[src/rtl/dbg_cmp_pkg.sv]
// constants and types shared by the bus debug comparator and trace block
package dbg_cmp_pkg;

  // register indices; byte address is four times the index
  localparam logic [5:0] IDX_CTRL_ONE   = 6'h20;
  localparam logic [5:0] IDX_STATE_FLG  = 6'h21;
  localparam logic [5:0] IDX_TRACE_CTL  = 6'h22;
  localparam logic [5:0] IDX_RANGE_CFG  = 6'h23;
  localparam logic [5:0] IDX_TRACE_HI   = 6'h24;
  localparam logic [5:0] IDX_TRACE_LO   = 6'h25;
  localparam logic [5:0] IDX_TRACE_CNT  = 6'h26;
  localparam logic [5:0] IDX_SEQ_MATCH  = 6'h27;
  localparam logic [5:0] IDX_CMP_CTL    = 6'h28;
  localparam logic [5:0] IDX_CMP_ADDR_H = 6'h29;
  localparam logic [5:0] IDX_CMP_ADDR_M = 6'h2a;
  localparam logic [5:0] IDX_CMP_ADDR_L = 6'h2b;
  localparam logic [5:0] IDX_CMP_DATA_H = 6'h2c;
  localparam logic [5:0] IDX_CMP_DATA_L = 6'h2d;
  localparam int         AXI_ADDR_W     = 8;

  // field positions
  localparam int CTL1_ARM   = 7;
  localparam int CTL1_TRIG  = 6;
  localparam int CTL1_BRKEN = 3;
  localparam int TRC_SRC    = 6;
  localparam int TRC_MODE   = 2;
  localparam int CC_SIZE_EN = 7;
  localparam int CC_SIZE    = 6;
  localparam int CC_RW      = 3;
  localparam int CC_DIR_EN  = 2;
  localparam int CC_NO_DATA = 1;
  localparam int CC_ENABLE  = 0;

  // writable bits of each comparator control and other registers
  localparam logic [7:0] CTL_MASK_A  = 8'hff;
  localparam logic [7:0] CTL_MASK_B  = 8'hfd;
  localparam logic [7:0] CTL_MASK_C  = 8'h3d;
  localparam logic [7:0] CTL1_MASK   = 8'h8b;
  localparam logic [7:0] TRCCTL_MASK = 8'h4d;
  localparam logic [7:0] RESET_BYTE  = 8'h00;

  localparam logic [1:0] RESP_OKAY   = 2'b00;
  localparam logic [1:0] RESP_SLVERR = 2'b10;

  typedef enum logic [1:0] {VIEW_A = 2'b00, VIEW_B = 2'b01, VIEW_C = 2'b10,
                            VIEW_NONE = 2'b11} view_e;
  typedef enum logic [1:0] {TM_NORMAL = 2'b00, TM_LOOP1 = 2'b01, TM_DETAIL = 2'b10,
                            TM_PURE_PC = 2'b11} trace_mode_e;
  typedef enum logic [1:0] {RM_AB = 2'b00, RM_INSIDE = 2'b01, RM_OUTSIDE = 2'b10,
                            RM_RSVD = 2'b11} range_mode_e;
  typedef enum logic [2:0] {SEQ_IDLE = 3'b000, SEQ_ARMED = 3'b001,
                            SEQ_TRACE = 3'b100} seq_e;

endpackage

[src/rtl/bus_debug_comparator_trace.sv]
// bus debug comparators with range match and 16-bit trace buffer, AXI4-Lite registers
`timescale 1ns/1ps
module bus_debug_comparator_trace #(
  parameter int TRACE_DEPTH = 64
) (
  input  wire logic                               I_SYS_CLK,
  input  wire logic                               I_RESETN,
  input  wire logic [dbg_cmp_pkg::AXI_ADDR_W-1:0] I_AWADDR,
  input  wire logic                               I_AWVALID,
  output logic                                    O_AWREADY,
  input  wire logic [31:0]                        I_WDATA,
  input  wire logic [3:0]                         I_WSTRB,
  input  wire logic                               I_WVALID,
  output logic                                    O_WREADY,
  output logic [1:0]                              O_BRESP,
  output logic                                    O_BVALID,
  input  wire logic                               I_BREADY,
  input  wire logic [dbg_cmp_pkg::AXI_ADDR_W-1:0] I_ARADDR,
  input  wire logic                               I_ARVALID,
  output logic                                    O_ARREADY,
  output logic [31:0]                             O_RDATA,
  output logic [1:0]                              O_RRESP,
  output logic                                    O_RVALID,
  input  wire logic                               I_RREADY,
  input  wire logic                               I_BUS_VALID,
  input  wire logic [17:0]                        I_BUS_ADDR,
  input  wire logic [15:0]                        I_BUS_DATA,
  input  wire logic                               I_BUS_WRITE,
  input  wire logic                               I_BUS_WORD,
  input  wire logic                               I_CHIP_UNSECURE,
  output logic [2:0]                              O_MATCH,
  output logic                                    O_BREAK_REQ,
  output logic                                    O_ARMED
);
  import dbg_cmp_pkg::*;

  localparam int CW = $clog2(TRACE_DEPTH);

  initial
  begin
    if (TRACE_DEPTH < 2 || TRACE_DEPTH > 64 || (1 << CW) != TRACE_DEPTH)
      $error("TRACE_DEPTH must be a power of two from 2 to 64");
  end

  // ----------------------------------------------------------------
  // registers
  // ----------------------------------------------------------------
  logic [7:0]  ctrl_one_q;
  logic [7:0]  trace_ctl_q;
  logic [1:0]  range_q;
  logic [3:0]  seq_ctl_q;
  logic [7:0]  cmp_ctl_q  [3];
  logic [17:0] cmp_addr_q [3];
  logic [15:0] cmp_data_q;
  logic [2:0]  mflag_q;
  logic        unlock_q;
  seq_e        seq_q;
  logic        armed;
  view_e       view;
  trace_mode_e tmode;
  range_mode_e rmode;

  assign armed = seq_q != SEQ_IDLE;
  assign view  = view_e'(ctrl_one_q[1:0]);
  assign tmode = trace_mode_e'(trace_ctl_q[TRC_MODE +: 2]);
  assign rmode = range_mode_e'(range_q);

  // ----------------------------------------------------------------
  // axi4-lite write channel
  // ----------------------------------------------------------------
  logic [5:0]  aw_idx_q;
  logic        aw_full_q;
  logic [31:0] wdata_q;
  logic [3:0]  wstrb_q;
  logic        w_full_q;
  logic        bvalid_q;
  logic [1:0]  bresp_q;
  logic        do_wr;
  logic        wr_map;

  assign O_AWREADY = !aw_full_q && !bvalid_q;
  assign O_WREADY  = !w_full_q && !bvalid_q;
  assign do_wr     = aw_full_q && w_full_q;
  assign wr_map    = aw_idx_q >= IDX_CTRL_ONE && aw_idx_q <= IDX_CMP_DATA_L;
  assign O_BVALID  = bvalid_q;
  assign O_BRESP   = bresp_q;

  always_ff @(posedge I_SYS_CLK or negedge I_RESETN)
  begin
    if (!I_RESETN)
    begin
      aw_full_q <= 1'b0;
      w_full_q  <= 1'b0;
      aw_idx_q  <= 6'h00;
      wdata_q   <= 32'h0000_0000;
      wstrb_q   <= 4'h0;
      bvalid_q  <= 1'b0;
      bresp_q   <= RESP_OKAY;
    end
    else
    begin
      if (I_AWVALID && O_AWREADY)
      begin
        aw_full_q <= 1'b1;
        aw_idx_q  <= I_AWADDR[7:2];
      end
      if (I_WVALID && O_WREADY)
      begin
        w_full_q <= 1'b1;
        wdata_q  <= I_WDATA;
        wstrb_q  <= I_WSTRB;
      end
      if (do_wr)
      begin
        aw_full_q <= 1'b0;
        w_full_q  <= 1'b0;
        bvalid_q  <= 1'b1;
        bresp_q   <= wr_map ? RESP_OKAY : RESP_SLVERR;
      end
      else if (bvalid_q && I_BREADY)
        bvalid_q <= 1'b0;
    end
  end

  logic       wr_b0;
  logic [7:0] wb;
  assign wr_b0 = do_wr && wstrb_q[0];
  assign wb    = wdata_q[7:0];

  // ----------------------------------------------------------------
  // configuration registers
  // ----------------------------------------------------------------
  always_ff @(posedge I_SYS_CLK or negedge I_RESETN)
  begin
    if (!I_RESETN)
    begin
      ctrl_one_q  <= RESET_BYTE;
      trace_ctl_q <= RESET_BYTE;
      range_q     <= 2'b00;
      seq_ctl_q   <= 4'h0;
      cmp_data_q  <= 16'h0000;
    end
    else
    begin
      if (wr_b0 && aw_idx_q == IDX_CTRL_ONE)
        ctrl_one_q <= wb & CTL1_MASK;
      if (wr_b0 && !armed && aw_idx_q == IDX_TRACE_CTL)
        trace_ctl_q <= wb & TRCCTL_MASK;
      if (wr_b0 && !armed && aw_idx_q == IDX_RANGE_CFG)
        range_q <= wb[1:0];
      if (wr_b0 && !armed && aw_idx_q == IDX_SEQ_MATCH)
        seq_ctl_q <= wb[3:0];
      if (wr_b0 && !armed && aw_idx_q == IDX_CMP_DATA_H)
        cmp_data_q[15:8] <= wb;
      if (wr_b0 && !armed && aw_idx_q == IDX_CMP_DATA_L)
        cmp_data_q[7:0] <= wb;
    end
  end

  // ----------------------------------------------------------------
  // comparators
  // ----------------------------------------------------------------
  logic [2:0] hit;

  for (genvar k = 0; k < 3; k++)
  begin : g_cmp
    localparam logic [7:0] MASK = (k == 0) ? CTL_MASK_A : (k == 1) ? CTL_MASK_B : CTL_MASK_C;
    logic sel;
    logic rw_ok;
    logic sz_ok;
    logic dat_ok;
    assign sel = !armed && view == view_e'(k[1:0]);

    always_ff @(posedge I_SYS_CLK or negedge I_RESETN)
    begin
      if (!I_RESETN)
      begin
        cmp_ctl_q[k]  <= RESET_BYTE;
        cmp_addr_q[k] <= 18'h0_0000;
      end
      else if (wr_b0 && sel)
      begin
        if (aw_idx_q == IDX_CMP_CTL)
          cmp_ctl_q[k] <= wb & MASK;
        if (aw_idx_q == IDX_CMP_ADDR_H)
          cmp_addr_q[k][17:16] <= wb[1:0];
        if (aw_idx_q == IDX_CMP_ADDR_M)
          cmp_addr_q[k][15:8] <= wb;
        if (aw_idx_q == IDX_CMP_ADDR_L)
          cmp_addr_q[k][7:0] <= wb;
      end
    end

    assign rw_ok  = !cmp_ctl_q[k][CC_DIR_EN] || (cmp_ctl_q[k][CC_RW] == !I_BUS_WRITE);
    assign sz_ok  = !cmp_ctl_q[k][CC_SIZE_EN] || (cmp_ctl_q[k][CC_SIZE] == I_BUS_WORD);
    // data compare only on comparator A, skipped when its no-data-bus bit is set
    assign dat_ok = (k != 0) || cmp_ctl_q[k][CC_NO_DATA] || (I_BUS_DATA == cmp_data_q);
    assign hit[k] = I_BUS_VALID && cmp_ctl_q[k][CC_ENABLE] && rw_ok && sz_ok && dat_ok
                    && I_BUS_ADDR == cmp_addr_q[k];
  end

  // range test uses only A and B addresses; A enable gates it
  logic       in_range;
  logic [2:0] match;
  assign in_range = I_BUS_ADDR >= cmp_addr_q[0] && I_BUS_ADDR <= cmp_addr_q[1];

  always_comb
  begin
    match[2] = hit[2];
    case (rmode)
      RM_AB:
      begin
        match[0] = hit[0];
        match[1] = hit[1];
      end
      RM_INSIDE:
      begin
        match[0] = I_BUS_VALID && cmp_ctl_q[0][CC_ENABLE] && in_range;
        match[1] = 1'b0;
      end
      RM_OUTSIDE:
      begin
        match[0] = I_BUS_VALID && cmp_ctl_q[0][CC_ENABLE] && !in_range;
        match[1] = 1'b0;
      end
      default:
      begin
        match[0] = hit[0];
        match[1] = 1'b0;
      end
    endcase
  end

  // ----------------------------------------------------------------
  // sequencer, match flags, break
  // ----------------------------------------------------------------
  logic          arm_wr;
  logic          disarm_wr;
  logic          trig_wr;
  logic [CW:0]   cnt_q;
  logic          full;
  logic          rec;
  assign arm_wr    = wr_b0 && aw_idx_q == IDX_CTRL_ONE && wb[CTL1_ARM];
  assign disarm_wr = wr_b0 && aw_idx_q == IDX_CTRL_ONE && !wb[CTL1_ARM];
  assign trig_wr   = wr_b0 && aw_idx_q == IDX_CTRL_ONE && wb[CTL1_TRIG];
  assign full      = cnt_q[CW];

  always_ff @(posedge I_SYS_CLK or negedge I_RESETN)
  begin
    if (!I_RESETN)
      seq_q <= SEQ_IDLE;
    else
      case (seq_q)
        SEQ_IDLE:  seq_q <= arm_wr ? SEQ_ARMED : SEQ_IDLE;
        SEQ_ARMED: seq_q <= disarm_wr ? SEQ_IDLE
                          : (match[0] || trig_wr) ? SEQ_TRACE : SEQ_ARMED;
        SEQ_TRACE: seq_q <= (disarm_wr || full) ? SEQ_IDLE : SEQ_TRACE;
        default:   seq_q <= SEQ_IDLE;
      endcase
  end

  // flags clear on arming; a match in the same cycle is not recorded, since armed is still low
  always_ff @(posedge I_SYS_CLK or negedge I_RESETN)
  begin
    if (!I_RESETN)
    begin
      mflag_q     <= 3'b000;
      O_BREAK_REQ <= 1'b0;
      O_MATCH     <= 3'b000;
    end
    else
    begin
      mflag_q     <= ((seq_q == SEQ_IDLE && arm_wr) ? 3'b000 : mflag_q)
                     | (armed ? match : 3'b000);
      O_BREAK_REQ <= armed && ctrl_one_q[CTL1_BRKEN] && |match;
      O_MATCH     <= armed ? match : 3'b000;
    end
  end
  assign O_ARMED = armed;

  // ----------------------------------------------------------------
  // trace buffer; storage has no reset so contents survive it
  // ----------------------------------------------------------------
  logic [15:0]   tb_mem [TRACE_DEPTH];
  logic [CW-1:0] rd_ptr_q;
  logic [15:0]   last_q;
  logic [17:0]   prev_addr_q;
  logic [15:0]   entry;
  logic          rd_ok;
  logic          tb_rd;

  always_comb
  begin
    entry = I_BUS_ADDR[15:0];
    rec   = 1'b0;
    if (seq_q == SEQ_TRACE && I_BUS_VALID && trace_ctl_q[TRC_SRC] && !full)
      case (tmode)
        TM_NORMAL:  rec = 1'b1;
        TM_LOOP1:   rec = entry != last_q;
        TM_DETAIL:
        begin
          entry = I_BUS_DATA;
          rec   = 1'b1;
        end
        TM_PURE_PC: rec = I_BUS_ADDR != prev_addr_q + 18'h0_0001;
        default:    rec = 1'b0;
      endcase
  end

  always_ff @(posedge I_SYS_CLK)
  begin
    if (rec)
      tb_mem[cnt_q[CW-1:0]] <= entry;
  end

  always_ff @(posedge I_SYS_CLK or negedge I_RESETN)
  begin
    if (!I_RESETN)
    begin
      cnt_q       <= '0;
      last_q      <= 16'h0000;
      prev_addr_q <= 18'h0_0000;
    end
    else
    begin
      if (seq_q == SEQ_IDLE && arm_wr)
        cnt_q <= '0;
      else if (rec)
        cnt_q <= cnt_q + 1'b1;
      if (rec)
        last_q <= entry;
      if (I_BUS_VALID)
        prev_addr_q <= I_BUS_ADDR;
    end
  end

  assign rd_ok = unlock_q && I_CHIP_UNSECURE && !armed && trace_ctl_q[TRC_SRC];

  always_ff @(posedge I_SYS_CLK or negedge I_RESETN)
  begin
    if (!I_RESETN)
    begin
      unlock_q <= 1'b0;
      rd_ptr_q <= '0;
    end
    else
    begin
      // word write only unlocks; it never touches stored entries
      if (do_wr && !armed && aw_idx_q == IDX_TRACE_HI && wstrb_q[1:0] == 2'b11)
        unlock_q <= 1'b1;
      else if (arm_wr)
        unlock_q <= 1'b0;
      if (arm_wr)
        rd_ptr_q <= '0;
      else if (tb_rd)
        rd_ptr_q <= rd_ptr_q + 1'b1;
    end
  end

  // ----------------------------------------------------------------
  // axi4-lite read channel
  // ----------------------------------------------------------------
  logic [5:0]  ar_idx;
  logic [31:0] rd_mux;
  logic        rd_map;
  logic [7:0]  cnt_byte;
  logic        vis;
  logic [1:0]  vi;
  assign ar_idx    = I_ARADDR[7:2];
  assign O_ARREADY = !O_RVALID;
  assign tb_rd     = I_ARVALID && O_ARREADY && ar_idx == IDX_TRACE_HI && rd_ok;
  assign cnt_byte  = {full, 7'(cnt_q)};
  assign vis       = view != VIEW_NONE;
  assign vi        = vis ? view : 2'b00;

  always_comb
  begin
    rd_mux = 32'h0000_0000;
    rd_map = 1'b1;
    case (ar_idx)
      IDX_CTRL_ONE:   rd_mux[7:0] = {armed, ctrl_one_q[6:0]};
      IDX_STATE_FLG:  rd_mux[7:0] = {full, 4'h0, seq_q};
      IDX_TRACE_CTL:  rd_mux[7:0] = trace_ctl_q;
      IDX_RANGE_CFG:  rd_mux[7:0] = {6'h00, range_q};
      IDX_TRACE_HI:   rd_mux[15:0] = rd_ok ? tb_mem[rd_ptr_q] : 16'h0000;
      IDX_TRACE_LO:   rd_mux[7:0] = rd_ok ? tb_mem[rd_ptr_q][7:0] : 8'h00;
      IDX_TRACE_CNT:  rd_mux[7:0] = cnt_byte;
      IDX_SEQ_MATCH:  rd_mux[7:0] = armed ? {5'h00, mflag_q} : {4'h0, seq_ctl_q};
      IDX_CMP_CTL:    rd_mux[7:0] = vis ? cmp_ctl_q[vi] : 8'h00;
      IDX_CMP_ADDR_H: rd_mux[7:0] = vis ? {6'h00, cmp_addr_q[vi][17:16]} : 8'h00;
      IDX_CMP_ADDR_M: rd_mux[7:0] = vis ? cmp_addr_q[vi][15:8] : 8'h00;
      IDX_CMP_ADDR_L: rd_mux[7:0] = vis ? cmp_addr_q[vi][7:0] : 8'h00;
      IDX_CMP_DATA_H: rd_mux[7:0] = cmp_data_q[15:8];
      IDX_CMP_DATA_L: rd_mux[7:0] = cmp_data_q[7:0];
      default:        rd_map = 1'b0;
    endcase
  end

  always_ff @(posedge I_SYS_CLK or negedge I_RESETN)
  begin
    if (!I_RESETN)
    begin
      O_RVALID <= 1'b0;
      O_RDATA  <= 32'h0000_0000;
      O_RRESP  <= RESP_OKAY;
    end
    else if (I_ARVALID && O_ARREADY)
    begin
      O_RVALID <= 1'b1;
      O_RDATA  <= rd_mux;
      O_RRESP  <= rd_map ? RESP_OKAY : RESP_SLVERR;
    end
    else if (I_RREADY)
      O_RVALID <= 1'b0;
  end
endmodule

[config.mk]
export PLATFORM = sky130hd
export DESIGN_NAME = bus_debug_comparator_trace
export DESIGN_NICKNAME = d
export VERILOG_FILES = /design/src/rtl/dbg_cmp_pkg.sv /design/src/rtl/bus_debug_comparator_trace.sv
export SDC_FILE = /design/constraint.sdc
export NUM_CORES = 1
export LEC_CHECK = 0
export ABC_AREA = 1
export BUFFER_PORTS_ARGS = -buffer_cell sky130_fd_sc_hd__buf_2
export CORE_ASPECT_RATIO = 0.75
export CORE_MARGIN = 2
export CORE_UTILIZATION = 55
export DETAILED_ROUTE_END_ITERATION = 12
export PLACE_DENSITY_LB_ADDON = 0.3
export SLEW_MARGIN = 20
export SYNTH_ARGS = -nofsm -noshare
export SYNTH_HDL_FRONTEND = slang
export SYNTH_SLANG_ARGS = --single-unit
export TNS_END_PERCENT = 10
[constraint.sdc]
create_clock -name I_SYS_CLK -period 4 [get_ports I_SYS_CLK]
set_input_delay 0.8 -clock I_SYS_CLK [delete_from_list [all_inputs] [get_ports I_SYS_CLK]]
set_output_delay 0.8 -clock I_SYS_CLK [all_outputs]
set_load 0.1 [all_outputs]
; ---- After elaboration in Yosys (flattened, before gate mapping)
; Memories as Yosys holds them, arrays and structs flattened.
; Cells that the tools add are included.
[word_totals]
reg_bits = 201
out_inout_bits = 46
mem_bits_rw = 1024
memories = 1
in_bits = 97
[mem_list]
columns = name, words, word_bits, rd, rd_ports_with_merged_regs, write_ports, line_no
row1 = tb_mem, 64, 16, 1, 0, 1, bus_debug_comparator_trace.sv:284  ; logic [15:0] tb_mem [TRACE_DEPTH];
[classes]
addsub = 3
eq_ne = 47
n_reduce_logical = 103
n_bitwise = 2
n_lt_le_gt_ge = 5
n_mux = 47
[op_table]
columns = op, count
row1 = "6-bit == test, second input constant", 25
row2 = 8-bit case mux with 14 select lines, 1
row3 = 8-bit two-way mux, 7
row4 = 18-bit == test, 3
row5 = 1-bit logical AND, 54
row6 = 16-bit two-way mux, 3
row7 = 18-bit binary-select mux with 2-bit select, 1
row8 = 18-bit two-way mux, 2
row9 = 2-bit AND reduction, 12
row10 = "18-bit by 1-bit adder with 18-bit output, second input constant", 1
row11 = 18-bit greater-or-equal comparator, 1
row12 = 18-bit <= comparator, 1
row13 = 18-bit != test, 1
row14 = 8-bit binary-select mux with 2-bit select, 1
row15 = 16-bit == test, 1
row16 = 16-bit != test, 1
row17 = 1-bit two-way mux, 15
row18 = 3-bit two-way mux, 5
row19 = 1-bit zero test, 14
row20 = 7-bit two-way mux, 2
row21 = 2-bit nonzero test, 7
row22 = 14-bit OR reduction, 1
row23 = 6-bit two-way mux, 2
row24 = "2-bit == test, second input constant", 5
row25 = 23 further kinds, 41

; ---- Logic depth before layout (Yosys ltp)
[logic_depth]
depth_word = 12
ltp_mapped = 17
depth_no_buf = 16

; ---- Worst setup path before layout
; OpenSTA, ideal clock, no wires.
[synth_path]
kind = input to register
startpoint = input port I_BUS_VALID
endpoint = memory tb_mem[0][12], data pin
setup_time_ns = 0.712
path_stages = 4
t_arrival_ns = 3.791
required_time_ns = 3.288
setup_slack_ns = -0.503
path_cell_list = nand4_1 -> nor3_1 -> clkbuf_1 -> o21ai_0
[synth_between]
elab_chain_cells = 4
[synth_lines]
columns = element, line_no
row1 = from (decl), bus_debug_comparator_trace.sv:25  ; input wire logic I_BUS_VALID,
row2 = 1-bit logical AND (3 in a row), bus_debug_comparator_trace.sv:296  ; if (seq_q == SEQ_TRACE && I_BUS_VALID && trace_ctl_q[TRC_SRC] && !full)
row3 = 16-bit two-way mux, bus_debug_comparator_trace.sv:296
row4 = via entry[12], bus_debug_comparator_trace.sv:288  ; logic [15:0] entry;
row5 = to (decl), bus_debug_comparator_trace.sv:284
; The timed path passes the listed nets, and every way through them passes these cells.

; ---- Worst setup path after layout
[layout_path]
startpoint = register prev_addr_q[0]
endpoint = memory tb_mem[50][4], enable pin
[layout_between]
elab_chain_cells = 6
[layout_lines]
columns = element, line_no
row1 = from (decl), bus_debug_comparator_trace.sv:287  ; logic [17:0] prev_addr_q;
row2 = from (signal assigned), bus_debug_comparator_trace.sv:322  ; prev_addr_q <= 18'h0_0000;
row3 = from (signal assigned), bus_debug_comparator_trace.sv:333  ; prev_addr_q <= I_BUS_ADDR;
row4 = 18-bit by 1-bit adder with 18-bit output, bus_debug_comparator_trace.sv:305  ; TM_PURE_PC: rec = I_BUS_ADDR != prev_addr_q + 18'h0_0001;
row5 = 18-bit != test, bus_debug_comparator_trace.sv:305
row6 = 1-bit case mux with 3 select lines, bus_debug_comparator_trace.sv:297  ; case (tmode)
row7 = 1-bit two-way mux, bus_debug_comparator_trace.sv:296
row8 = 1-bit two-way mux, bus_debug_comparator_trace.sv:312  ; if (rec)
row9 = 1-bit two-way mux (not written as such), bus_debug_comparator_trace.sv:313  ; tb_mem[cnt_q[CW-1:0]] <= entry;
; Every way passes these cells.

==> results.py <==
metrics = {
    "detailed_routing": {
        "remaining_drc_errors": 0,
        "first_iter_violations": 6058,
        "via_count": 37600,
        "drt-total-wl_um": 148000,
        "routedWlPerCell_um": 24.0,
        "dr.pass1.iters": 8,
        "ant_nets": 0,
        "vias_per_cell": 6.09,
    },
    "worst_setup_path": {
        "critical_path_arrival_ns": 3.80,
        "end_kind": "flop",
        "cp_cell_sequence": "ha_1 -> nand3_1 -> nor2_1 -> nand2_1 -> nor2_1 -> nand2_1 -> xor2_1 -> nand2_1 -> nor2_1 -> nand3_2 -> nand2_4 -> nand2_4 -> buf_4 -> nand2_4 -> nor2_1 -> buf_4",
        "crit_family": "simple AND/OR/NAND/NOR gates",
        "worst-path-max-fanout": 18,
        "critPathRequiredTime_ns": 4.41,
        "max_stage_delay_ns": 0.44,
        "start_kind": "flop",
        "cp_slowest_cell": "nor2_1",
        "critPathMostFrequentCell": "nor2_1",
        "crit_type": "flop to flop",
        "crit_buf_inv": 2,
    },
    "clocking": {
        "cts_buffers": 113,
        "ctsHoldBuffers": 0,
        "cts-resized-gates": 0,
        "htreeDepth": 3,
        "cts_setup_buffers": 0,
        "insertion_delay_ns": 0.75,
        "clk_pin_slew_ns": 0.06,
        "ctsLongestPathBuffers": 3,
        "clockRootBuffer": "clkbuf_16",
        "clock-sinks": 1222,
        "tritoncts": "yes",
    },
    "cells_and_area": {
        "fin_area_um2": 58600,
        "nets": 4970,
        "syn_to_final_growth_pct": 12.7,
        "final_common_cell": "edfxtp_1",
        "fin_util_pct": 62.6,
        "final_cell_mix": "edfxtp_1 (1024), nand2_1 (911), o21ai_0 (617)",
        "drive_above_1_share_pct": 10.3,
    },
    "sta": {
        "setup_viol": 0,
        "worst_pin_slew_ns": 1.09,
        "fin_skew_ns": 0.0492,
        "slew-limit-headroom_pct": 27.1,
        "whs_ns": 0.185,
        "hold_violations": 0,
        "rsz0062_at_grt": "no",
        "maxSlewViolCount": 0,
        "timing.final.crit_period_ns": 3.39,
        "fin_ws_ns": 0.611,
        "post-route-period-util_pct": 84.7,
        "max_freq_mhz": 295,
    },
    "status": {
        "status": "finished, final reports clean",
    },
    "place": {
        "routabilityCongestion": 1.00,
        "placed_cell_area_um2": 54600,
        "place_hpwl_um": 93200,
        "port_buffers": 94,
        "post-place-ws_ns": 0.593,
    },
    "global_route": {
        "grt_pass1_wl_um": 221000,
        "grt_max_degree": 135,
        "antenna_found_initial": 1,
        "grt_overflow": 0,
        "track_usage_pct": 30.3,
        "grt_pass1_vias": 34900,
    },
    "floorplan": {
        "die_y_um": 270,
        "dieArea_um2": 97100,
        "core_um2": 93600,
        "num_rows": 97,
        "die_x_um": 359,
        "io_pins": 143,
        "initial_core_util_pct": 55.6,
    },
    "synth": {
        "synth_top_cell_by_area": "edfxtp_1",
        "synthesis.area_um2": 52000,
        "synth-edff-count": 1024,
        "synthCells": 4716,
        "ys_seq_elements": 1222,
        "synth_ff_type": "edfxtp_1",
        "ys_types": 53,
        "synthArstFlopShare_pct": 16.2,
        "syn_avg_cell_area_um2": 11.0,
        "synth_top_area_share_pct": 59.1,
        "yosysSeqAreaShare_pct": 68.6,
        "synth_warnings": 0,
        "ys_top_cells_by_area": "edfxtp_1 (59%), dfrtp_1 (9.5%), nand2_1 (6.6%)",
    },
    "power": {
        "ir_worst_vdd_uv": 368,
        "finalPower_mw": 28.5,
        "leakage_nw": 21.8,
        "p_per_area_nw_per_um2": 486,
    },
    "hold_path": {
        "hold_class": "input pin to asynchronous set/reset pin",
    },
    "job": {
        "drv_cap": 0,
    },
}
==> sequential cells by signal (all words and copies together) (netlist names), 4 cells and up <==
register / count
wdata_q: 8
rd_ptr_q: 6
seq_ctl_q: 4
cnt_q: 7
last_q: 16
trace_ctl_q: 4
prev_addr_q: 18
cmp_ctl_q: 20
cmp_addr_q: 54
cmp_data_q: 16
tb_mem: 1024
aw_idx_q: 6
O_RDATA: 16
==> kinds of logic (layout without fill, tap and decap cells) <==
kind of cell	after synthesis	in the layout	synth area share [%]
buf+inv	494	693	3.85
fa+ha+maj	42	42	1.01
compound gates	1067	1067	11.2
xor+xnor	41	41	0.690
mux	11	11	0.231
simple gates	1838	1838	14.4
other cells	1	19	0.00721
flops	1222	1222	68.6
==> path summary, 6_finish.rpt <==
check / endpoint / cells after the start / start / slack, ns
max: tb_mem[50][4] / 16 / prev_addr_q[0] / 0.61
min: O_BVALID / 1 / I_RESETN / 0.19
max reg2reg: tb_mem[50][4] / 16 / prev_addr_q[0] / 0.61
min reg2reg: O_RDATA[12] / 2 / O_RDATA[12] / 0.48
max in group asynchronous: prev_addr_q[7] / 2 / I_RESETN / 2.96
min in group I_SYS_CLK: O_RVALID / 2 / I_RREADY / 0.25
==> synth_stat cells, drive strengths merged, types with 8 or more instances <==
cell type  instances
xor2              24
nand4             38
clkbuf           193
mux2               8
inv              212
o21ai            639
o221ai            14
edfxtp          1024
ha                42
o211ai            15
a21oi            141
buf               85
nor2             620
or2                8
nand2            925
o22ai            210
dfrtp            198
nand3            181
xnor2             17
nor3              61
a21boi            10
==> layer usage <==
layer,share of wire [%],GRT usage [%],vias up,wire (um)
li1,-,-,16800,-
met3,12,7.94,273,18300
met5,0,0,-,0
met1,41,45.1,18200,60900
met2,43,43.6,2289,64200
met4,3.2,9.77,0,4760
==> area by class of cell <==
cell class | count | area, um^2
Clock buffer | 137 | 3000
Sequential cell | 1222 | 35700
Tap cell | 1237 | 1550
Multi-Input combinational cell | 3017 | 14500
Clock inverter | 79 | 973
Antenna cell | 1 | 2.50
Fill cell | 7112 | 35000
Inverter | 216 | 823
Timing Repair Buffer | 261 | 2020
==> metrics by stage <==
stage,setup TNS (ns),cells
floorplan,-400.18,4733
global placement,0,5949
detailed placement,0,5952
CTS,0,6168
global route,0,6169
finish,0,6170
==> power by group <==
part           switching [mW]  internal, mW  leakage, nW
logic                    1.92         0.602         8.06
clock network            4.83          6.65         1.92
registers               0.319          14.1         11.8
total                    7.08          21.4         21.8
Power figures use the tool's default switching activity.
